File: src/design/setup_filter_pkg.sv
`default_nettype none
package setup_filter_pkg;
  // register offsets (byte addresses)
  localparam logic [7:0]  MODE_REG_OFS      = 8'h00;
  localparam logic [7:0]  STATUS_REG_OFS    = 8'h04;
  localparam int          BUS_ADDR_W        = 8;
  // controller_mode_reg address_filter_mode field
  localparam int          MODE_PROMISC_BIT  = 0;
  localparam int          MODE_ALLMULTI_BIT = 1;
  localparam logic [1:0]  MODE_RESET        = 2'h0;
  // controller_status_reg fields
  localparam int          STAT_TI_BIT       = 0;
  localparam int          STAT_BUSY_BIT     = 1;
  localparam int          STAT_HASH_BIT     = 2;
  localparam int          STAT_INV_BIT      = 3;
  localparam int          STAT_FAULT_BIT    = 4;
  // transmit descriptor word 1 (tx_desc_word1)
  localparam int          TD1_CA_BIT        = 24;
  localparam int          TD1_VT_BIT        = 23;
  localparam int          TD1_VA_BIT        = 30;
  // setup descriptor fields
  localparam int          SD0_OWN_BIT       = 31;
  localparam int          SD0_ES_BIT        = 15;
  localparam int          SD0_SE_BIT        = 13;
  localparam int          SD1_IC_BIT        = 24;
  localparam int          SD1_HP_BIT        = 25;
  localparam int          SD1_IF_BIT        = 26;
  localparam int          SD1_DT_HI         = 29;
  localparam int          SD1_DT_LO         = 28;
  localparam logic [1:0]  DT_SETUP          = 2'h2;
  localparam int          SD2_BS_HI         = 30;
  localparam int          SD2_BS_LO         = 16;
  localparam logic [14:0] SETUP_BYTES       = 15'h0080;
  // setup buffer layout, in 32-bit words
  localparam int          SETUP_WORDS       = 32;
  localparam int          PERFECT_ENTRIES   = 16;
  localparam int          HASH_WORDS        = 16;
  localparam int          PHYS_WORD_LO      = 16;
  localparam int          PHYS_WORD_HI      = 17;
  localparam logic [31:0] TABLE_RESET       = 32'h0000_0000;

  typedef enum logic [1:0] {
    ST_IDLE  = 2'b00,
    ST_WAIT  = 2'b01,
    ST_FETCH = 2'b11,
    ST_DONE  = 2'b10
  } setup_state_t;

  typedef enum logic [1:0] {
    ADDR_BUFFER   = 2'h0,
    ADDR_SV_PTE   = 2'h1,
    ADDR_PA_PTE   = 2'h2,
    ADDR_NEXT_DSC = 2'h3
  } addr_kind_t;

  typedef enum logic [2:0] {
    CAUSE_NORMAL    = 3'h0,
    CAUSE_UNDERFLOW = 3'h1,
    CAUSE_EXCESS    = 3'h2,
    CAUSE_WATCHDOG  = 3'h3,
    CAUSE_LOOPBACK  = 3'h4
  } tx_cause_t;

  // validity mask order: {lo, nc, lc, ec, hf, cc, summary}
  localparam logic [6:0] VALID_ALL       = 7'h7F;
  localparam logic [6:0] VALID_UNDERFLOW = 7'h1F & 7'h7F & 7'b0011011;
  localparam logic [6:0] VALID_EXCESS    = 7'b1111101;
  localparam logic [6:0] VALID_WATCHDOG  = 7'b0100011;
endpackage
`default_nettype wire

File: src/design/setup_frame_filter_loader.sv
// Contract
// - va set: address word is PTE address
// - va clear: address word is buffer address
// - chain flag: address is next descriptor
// - buffers may start at any byte
// - underflow/loopback/excess collisions validity masks
// - watchdog: only nc, cc, summary valid
// - setup frame never transmitted nor looped
// - receiver detached while setup is processed
// - perfect list or hash table plus address
// - table zero; only zero address accepted
// - needs tx running; rx state untouched
// - wait for prior frames and reception
// - wrong size sets bits 13 and 15
// - ownership bit cleared on hand-back
// - completion flag sets transmit interrupt bit
// - bit 25 selects hash or exact mode
// - inverse: accept non-matching, reject matching
// - inverse only exact mode, no promisc/allmulti
// - sixteen 48-bit exact addresses compared
// - crc top nine bits index hash table
//
// Added by the designer: register access over Avalon-MM and the register addresses.
`timescale 1ns/1ps
`default_nettype none
module setup_frame_filter_loader
  import setup_filter_pkg::*;
(
  // clock and reset
  input  wire logic                                clk,
  input  wire logic                                rst_b,
  // avalon-mm register slave
  input  wire logic [setup_filter_pkg::BUS_ADDR_W-1:0] address,
  input  wire logic                                read,
  input  wire logic                                write,
  input  wire logic [31:0]                         writedata,
  output logic      [31:0]                         readdata,
  output logic                                     waitrequest,
  // transmit descriptor address resolution
  input  wire logic                                txd_valid,
  input  wire logic [31:0]                         tx_desc_word1,
  input  wire logic [31:0]                         tx_buffer_address_word,
  output logic                                     txd_out_valid_ff,
  output setup_filter_pkg::addr_kind_t             txd_kind_ff,
  output logic      [31:0]                         txd_addr_ff,
  // completion status validity
  input  wire setup_filter_pkg::tx_cause_t         tx_cause,
  output logic      [6:0]                          status_valid_ff,
  // transmit and receive engine state
  input  wire logic                                tx_running,
  input  wire logic                                tx_prior_pending,
  input  wire logic                                rx_frame_busy,
  // setup descriptor in
  input  wire logic                                sd_valid,
  output logic                                     sd_ready,
  input  wire logic [31:0]                         setup_desc_word0,
  input  wire logic [31:0]                         setup_desc_word1,
  input  wire logic [31:0]                         setup_desc_word2,
  // setup buffer words in
  input  wire logic                                sbuf_valid,
  output logic                                     sbuf_ready,
  input  wire logic [31:0]                         sbuf_data,
  // descriptor hand-back
  output logic                                     wb_valid_ff,
  output logic      [31:0]                         wb_word0_ff,
  // receive filter
  output logic                                     rx_detach_ff,
  input  wire logic                                rx_dest_valid,
  input  wire logic [47:0]                         rx_dest,
  output logic                                     rx_result_valid_ff,
  output logic                                     rx_accept_ff
);

  ////////////////////////////////////////////////////////////////////////
  setup_state_t      state_ff;
  setup_state_t      nxt_state;
  logic [31:0]       tbl_ff [SETUP_WORDS];
  logic [4:0]        wcnt_ff;
  logic [31:0]       sd0_ff;
  logic [31:0]       sd1_ff;
  logic [31:0]       sd2_ff;
  logic [1:0]        mode_ff;
  logic              ti_ff;
  logic              hash_ff;
  logic              inv_ff;
  logic              fault_ff;
  logic              ack_ff;
  logic              size_ok;
  logic              prereq_ok;
  logic              last_word;
  logic              bus_req;
  logic              bus_take;
  logic              ti_clr;
  logic [PERFECT_ENTRIES-1:0] hit;
  logic [8:0]        hidx;
  logic              multicast;
  logic              phys_hit;
  logic              inv_eff;
  logic              nxt_accept;

  ////////////////////////////////////////////////////////////////////////
  // avalon slave: one wait cycle, answer on the second cycle
  assign bus_req     = read | write;
  assign waitrequest = bus_req & ~ack_ff;
  assign bus_take    = bus_req & ack_ff;

  always_ff @(posedge clk) begin
    if (!rst_b) begin
      ack_ff <= 1'b0;
    end else begin
      ack_ff <= bus_req & ~ack_ff;
    end
  end

  always_ff @(posedge clk) begin
    if (!rst_b) begin
      mode_ff <= MODE_RESET;
    end else if (bus_take && write && address == MODE_REG_OFS) begin
      mode_ff <= writedata[1:0];
    end
  end

  // loaded in the wait cycle so it stands at the edge where waitrequest drops
  always_ff @(posedge clk) begin
    if (!rst_b) begin
      readdata <= 32'h0000_0000;
    end else if (read && !ack_ff) begin
      case (address)
        MODE_REG_OFS:   readdata <= {30'h0000_0000, mode_ff};
        STATUS_REG_OFS: readdata <= {27'h000_0000, fault_ff, inv_ff,
                                     hash_ff, rx_detach_ff, ti_ff};
        default:        readdata <= 32'h0000_0000;
      endcase
    end
  end

  assign ti_clr = bus_take & write & (address == STATUS_REG_OFS)
                & writedata[STAT_TI_BIT];

  // interrupt flag set; set beats write-one-clear
  always_ff @(posedge clk) begin
    if (!rst_b) begin
      ti_ff <= 1'b0;
    end else if (state_ff == ST_DONE && sd1_ff[SD1_IC_BIT]) begin
      ti_ff <= 1'b1;
    end else if (ti_clr) begin
      ti_ff <= 1'b0;
    end
  end

  ////////////////////////////////////////////////////////////////////////
  // address word interpretation; chain wins over virtual addressing
  always_ff @(posedge clk) begin
    if (!rst_b) begin
      txd_out_valid_ff <= 1'b0;
      txd_kind_ff      <= ADDR_BUFFER;
      txd_addr_ff      <= 32'h0000_0000;
    end else begin
      txd_out_valid_ff <= txd_valid;
      txd_addr_ff      <= tx_buffer_address_word;
      if (tx_desc_word1[TD1_CA_BIT]) begin
        txd_kind_ff <= ADDR_NEXT_DSC;
      end else if (tx_desc_word1[TD1_VA_BIT]) begin
        txd_kind_ff <= tx_desc_word1[TD1_VT_BIT] ? ADDR_SV_PTE
                                                 : ADDR_PA_PTE;
      end else begin
        txd_kind_ff <= ADDR_BUFFER;
      end
    end
  end

  always_ff @(posedge clk) begin
    if (!rst_b) begin
      status_valid_ff <= VALID_ALL;
    end else begin
      case (tx_cause)
        CAUSE_UNDERFLOW: status_valid_ff <= VALID_UNDERFLOW;
        CAUSE_LOOPBACK:  status_valid_ff <= VALID_UNDERFLOW;
        CAUSE_EXCESS:    status_valid_ff <= VALID_EXCESS;
        CAUSE_WATCHDOG:  status_valid_ff <= VALID_WATCHDOG;
        default:         status_valid_ff <= VALID_ALL;
      endcase
    end
  end

  ////////////////////////////////////////////////////////////////////////
  // setup frame sequencer
  // size checked before any table write
  assign size_ok   = sd2_ff[SD2_BS_HI:SD2_BS_LO] == SETUP_BYTES;
  // tx must run, earlier work must drain
  assign prereq_ok = tx_running & ~tx_prior_pending & ~rx_frame_busy;
  assign last_word = sbuf_valid & (wcnt_ff == 5'(SETUP_WORDS - 1));
  assign sd_ready  = (state_ff == ST_IDLE);
  assign sbuf_ready = (state_ff == ST_FETCH);

  always_comb begin
    nxt_state = state_ff;
    case (state_ff)
      // only type-2 descriptors are taken as setup
      ST_IDLE:  if (sd_valid && setup_desc_word1[SD1_DT_HI:SD1_DT_LO]
                                == DT_SETUP) begin
                  nxt_state = ST_WAIT;
                end
      ST_WAIT:  if (prereq_ok) begin
                  nxt_state = size_ok ? ST_FETCH : ST_DONE;
                end
      ST_FETCH: if (last_word) begin
                  nxt_state = ST_DONE;
                end
      ST_DONE:  nxt_state = ST_IDLE;
      default:  nxt_state = ST_IDLE;
    endcase
  end

  always_ff @(posedge clk) begin
    if (!rst_b) begin
      state_ff <= ST_IDLE;
    end else begin
      state_ff <= nxt_state;
    end
  end

  always_ff @(posedge clk) begin
    if (!rst_b) begin
      sd0_ff <= 32'h0000_0000;
      sd1_ff <= 32'h0000_0000;
      sd2_ff <= 32'h0000_0000;
    end else if (sd_valid && sd_ready) begin
      sd0_ff <= setup_desc_word0;
      sd1_ff <= setup_desc_word1;
      sd2_ff <= setup_desc_word2;
    end
  end

  // receiver off the wire from acceptance to hand-back
  always_ff @(posedge clk) begin
    if (!rst_b) begin
      rx_detach_ff <= 1'b0;
    end else begin
      rx_detach_ff <= (nxt_state != ST_IDLE);
    end
  end

  // mode latched when a good frame starts loading
  always_ff @(posedge clk) begin
    if (!rst_b) begin
      hash_ff <= 1'b0;
      inv_ff  <= 1'b0;
    end else if (state_ff == ST_WAIT && prereq_ok && size_ok) begin
      hash_ff <= sd1_ff[SD1_HP_BIT];
      inv_ff  <= sd1_ff[SD1_IF_BIT];
    end
  end

  // setup words go only into the table, never to tx or rx
  always_ff @(posedge clk) begin
    if (!rst_b) begin
      wcnt_ff <= 5'h00;
    end else if (state_ff != ST_FETCH) begin
      wcnt_ff <= 5'h00;
    end else if (sbuf_valid) begin
      wcnt_ff <= wcnt_ff + 5'h01;
    end
  end

  // whole buffer stored; zero after reset
  always_ff @(posedge clk) begin
    if (!rst_b) begin
      for (int i = 0; i < SETUP_WORDS; i++) begin
        tbl_ff[i] <= TABLE_RESET;
      end
    end else if (sbuf_valid && sbuf_ready) begin
      tbl_ff[wcnt_ff] <= sbuf_data;
    end
  end

  // hand-back word: owner cleared, size fault flagged
  always_ff @(posedge clk) begin
    if (!rst_b) begin
      wb_valid_ff <= 1'b0;
      wb_word0_ff <= 32'h0000_0000;
      fault_ff    <= 1'b0;
    end else begin
      wb_valid_ff <= (state_ff == ST_DONE);
      if (state_ff == ST_DONE) begin
        wb_word0_ff              <= sd0_ff;
        wb_word0_ff[SD0_OWN_BIT] <= 1'b0;
        wb_word0_ff[SD0_SE_BIT]  <= ~size_ok;
        wb_word0_ff[SD0_ES_BIT]  <= ~size_ok;
        fault_ff                 <= ~size_ok;
      end
    end
  end

  ////////////////////////////////////////////////////////////////////////
  // receive address filter
  // crc-32 over 48 address bits, nine top bits out
  function automatic logic [8:0] hash_index(input logic [47:0] a);
    logic [32:1] c;
    logic        m;
    c = '1;
    for (int j = 0; j < 48; j++) begin
      m = c[32] ^ a[j];
      // shift in the feedback bit, then fold it into the crc-32 taps
      c = {c[31:1], m} ^ ({32{m}} & 32'h04C1_1DB6);
    end
    return {c[24], c[25], c[26], c[27], c[28], c[29], c[30], c[31],
            c[32]};
  endfunction

  for (genvar g = 0; g < PERFECT_ENTRIES; g++) begin : g_cmp
    assign hit[g] = {tbl_ff[2*g+1][15:0], tbl_ff[2*g]} == rx_dest;
  end

  assign hidx      = hash_index(rx_dest);
  assign multicast = rx_dest[0];
  assign phys_hit  = {tbl_ff[PHYS_WORD_HI][15:0], tbl_ff[PHYS_WORD_LO]}
                   == rx_dest;
  // inverse only in exact mode without promisc/allmulti
  assign inv_eff   = inv_ff & ~hash_ff & ~mode_ff[MODE_PROMISC_BIT]
                   & ~mode_ff[MODE_ALLMULTI_BIT];

  always_comb begin
    nxt_accept = 1'b0;
    if (mode_ff[MODE_PROMISC_BIT]) begin
      nxt_accept = 1'b1;
    end else if (multicast && mode_ff[MODE_ALLMULTI_BIT]) begin
      nxt_accept = 1'b1;
    end else if (hash_ff) begin
      nxt_accept = multicast ? tbl_ff[hidx[8:5]][hidx[4:0]] : phys_hit;
    end else begin
      nxt_accept = inv_eff ? ~(|hit) : (|hit);
    end
  end

  // frames arriving while detached are not taken in
  always_ff @(posedge clk) begin
    if (!rst_b) begin
      rx_result_valid_ff <= 1'b0;
      rx_accept_ff       <= 1'b0;
    end else begin
      rx_result_valid_ff <= rx_dest_valid & ~rx_detach_ff;
      rx_accept_ff       <= nxt_accept & rx_dest_valid & ~rx_detach_ff;
    end
  end
endmodule
`default_nettype wire

File: config.mk
export PLATFORM = sky130hd
export DESIGN_NAME = setup_frame_filter_loader
export DESIGN_NICKNAME = d
export VERILOG_FILES = /design/src/design/setup_filter_pkg.sv /design/src/design/setup_frame_filter_loader.sv
export SDC_FILE = /design/constraint.sdc
export NUM_CORES = 2
export LEC_CHECK = 0
export BUFFER_PORTS_ARGS = -buffer_cell sky130_fd_sc_hd__buf_2
export CAP_MARGIN = 30
export CORE_ASPECT_RATIO = 0.8
export CORE_MARGIN = 10
export CORE_UTILIZATION = 60
export CTS_CLUSTER_DIAMETER = 30
export DETAILED_ROUTE_END_ITERATION = 12
export HOLD_SLACK_MARGIN = 0.08
export PLACE_DENSITY_LB_ADDON = 0.25
export SLEW_MARGIN = 30
export SYNTH_ARGS = -nofsm -noshare
export SYNTH_HDL_FRONTEND = slang
export SYNTH_SLANG_ARGS = --single-unit
File: constraint.sdc
create_clock -name clk -period 12.75 [get_ports clk]
set_input_delay 0.6375 -clock clk [delete_from_list [all_inputs] [get_ports clk]]
set_output_delay 0.6375 -clock clk [all_outputs]
set_load 0.05 [all_outputs]
==> results.md <==
- Status: finished, final reports clean
- Critical-path top delay cell: xnor3_4
- Critical path buffer and inverter count: 3
- Hold crit path type: in -> reg
- Clk Latency, worst-skew pair: ~0.8 ns
- Worst-path clk slew: 0.05 ns
- Total routed wirelength: approximately 200000 µm
- Worst-Margin Slew: approximately 1.1 ns
- Core area: about 92000 µm²
- Worst setup path category: in -> reg
- Synth cell types: 72
- F_max: ~0.13 GHz
- Vias/cell: around 6.4
- Row cnt: between 90 and 100
- # port buffers: 271
- H-Tree Depth: 4
- Hold Vio Cnt, Final: 0
- Clk buf depth: 3
- Arrival @ worst endpoint: 8.29 ns
- RSZ-0062 raised after global routing: false
- FFs w/ async S/R, synth: 0
- Startpoint types: input port
- Area Overhead vs Synth: 17.03%
- Flop2flop setup slack: slightly below 9 ns
- Post-CTS resize count: 0
- Die span in x: around 360 µm
- Cell family with most CP delay: XOR/XNOR gates
- Slew Limit Fails: 0
- CP required: 13.42 ns
- Via Count: 39080
- Routed Antenna Nets: 0
- Gr ovfl total: 0
- Flops & latches, synth: between 1000 and 1500
- TritonCTS clock tree: built
- Slew headroom: 0.2368
- Worst hold margin: roughly 0.11 ns
- Antenna violations before repair: 12
- Setup crit end kind: register
- First-pass GRT wire length: around 280000 µm
- Top area cells in the synthesized netlist: edfxtp_1, xnor2_1, and2_1
- Crit path max fanout: 82
- Yosys warnings: 0
- Detailed-route wire length per cell: 32.32 µm
- Final period util: 0.5971
- Clock Tree Root: clkbuf_16
- Vias in the first global route: around 38000
- Die H: roughly 300 µm
- Post-synthesis instance area: ~56000 µm²
- Initial DRC count: about 6400
- Core Util, Final: 0.7101
- Largest stage delay, worst path: slightly above 0.7 ns
- Top-area cell type share of the netlist area: 0.4844
- Nets: roughly 5100
- Cells after synthesis: around 4500
- RePlAce Congestion: 0.9789
- Num CTS Buffers: ~180
- Top_reg_cell synth: edfxtp_1
- CP cell instances: buf_2, buf_4, xnor3_1, xnor2_1, xnor2_1, xnor3_1, xnor3_1, xor2_1, xnor2_1, xnor3_4, buf_12, mux4_2, mux2i_2, o211ai_1, nand4_1, o31ai_1, o41a_1, o31a_1
- Largest net degree at the start of global routing: 95
- # IOs: ~410
- Share of post-route cells with drive strength above 1: 0.1811
- Post-synth EDFFs: between 800 and 900
- Final setup fails: 0
- Min Tclk post-route: 7.613 ns
- Clock sink total: a little over 1000
- Total GRT Usage: 0.3660
- Max-cap violations: 0
- Starting density of the core: 0.6068
- Synth Area per Inst: about 12 µm²
- Skew final: about 0.05 ns
- DP HPWL: roughly 120000 µm
- Post-synth top area cell: edfxtp_1
- Die footprint: ~110000 µm²
- Seq/Total Area, Yosys: 0.5342
- Setup TNS: 0 ns
- DRC Markers: 0
- Pre-antenna DRT Iters: 6
==> cells by family after synthesis <==
kind of cell / count (synthesis) / share of synthesized area
compound gates: 206 / 0.02217
other cells: 2 / 0.0001352
flops: 1034 / 0.5342
fa+ha+maj: 5 / 0.001126
mux: 188 / 0.05722
buf+inv: 397 / 0.03334
xor+xnor: 1041 / 0.1885
simple gates: 1581 / 0.1633
==> cell usage in the layout (no fill, tap or decap), types with 55 or more instances in the layout <==
cell           instances
xnor3_1               55
mux4_2               102
xnor2_1              695
mux2i_1               81
edfxtp_1             896
buf_4                126
dfxtp_1              138
dlygate4sd3_1         84
clkbuf_16            179
nand2_1              233
nor4_1                90
buf_2                265
nor2_1                56
xor2_1               235
a21oi_1               87
nand4_1              168
and2_1               933
==> per-stage QoR <==
step                worst slack [ns]  area (µm²)  std cells
floorplan                      7.089       55640       4481
global placement               4.435       57970       5699
detailed placement             4.393       58110       5704
CTS                            5.179       64870       6112
global route                   5.088       64980       6116
finish                         5.137       65000       6123
==> tightest hold or removal path: cells and delay by family <==
| family | cells | cell delay [ns] |
|---|---|---|
| buffers and inverters | 1 | 0.09 |
| and+or+nand+nor | 1 | 0.05 |
| AOI/OAI and AO/OA | 1 | 0.05 |
==> sequential cells by signal, summed over array words and instances (netlist names), 2 cells and up <==
name,cells
wcnt_ff,5
txd_addr_ff,32
sd0_ff,29
sd1_ff,3
tbl_ff,896
readdata,5
wb_word0_ff,30
mode_ff,2
status_valid_ff,4
txd_kind_ff,2
sd2_ff,15
state_ff,2
==> area by class of cell <==
class | instances | area, µm²
clock inverter | 117 | 1334
fill | 6139 | 26540
multi-input combinational | 3050 | 24480
tap | 1212 | 1516
timing repair buffer | 485 | 3358
sequential | 1034 | 29670
clock buffer | 207 | 4584
antenna | 8 | 20.02
inverter | 10 | 37.54
==> cell usage after synthesis, types with 6 or more instances <==
library cell,count
a21oi_1,87
a22oi_1,6
a31oi_1,11
and2_1,933
buf_1,24
buf_2,34
buf_4,57
buf_6,14
clkbuf_1,258
dfxtp_1,138
edfxtp_1,896
inv_1,7
mux2i_1,82
mux4_2,102
nand2_1,233
nand3_1,39
nand4_1,168
nor2_1,76
nor3_1,15
nor4_1,90
o211ai_1,8
o21ai_0,41
o22ai_1,10
xnor2_1,700
xnor2_2,17
xnor3_1,57
xnor3_2,8
xor2_1,235
xor2_2,10
==> metal layers <==
metal	share of wire	vias to the layer above	GRT usage
met2	0.43	3244	0.5365
met4	0.054	2	0.1771
met3	0.16	602	0.1324
met1	0.35	19170	0.4807
li1	-	16062	-
met5	0.00020	-	0.003189
==> final timing paths <==
| path | endpoint | from | cells after the start |
|---|---|---|---|
| hold / removal | sd0_ff[7] | setup_desc_word0[7] | 3 |
| setup reg to reg | rx_accept_ff | tbl_ff[15][4] | 12 |
| hold reg to reg | wb_word0_ff[0] | wb_word0_ff[0] | 2 |
| setup / recovery | rx_accept_ff | rx_dest[3] | 18 |
==> timing repair <==
action,in CTS,in global routing
hold endpoints to repair,82,0
hold buffers,84,0
setup buffers,0,0
Power is left out: the tool's default activity adds up to more than one toggle a clock period on the data nets, which glitch-free logic cannot reach.
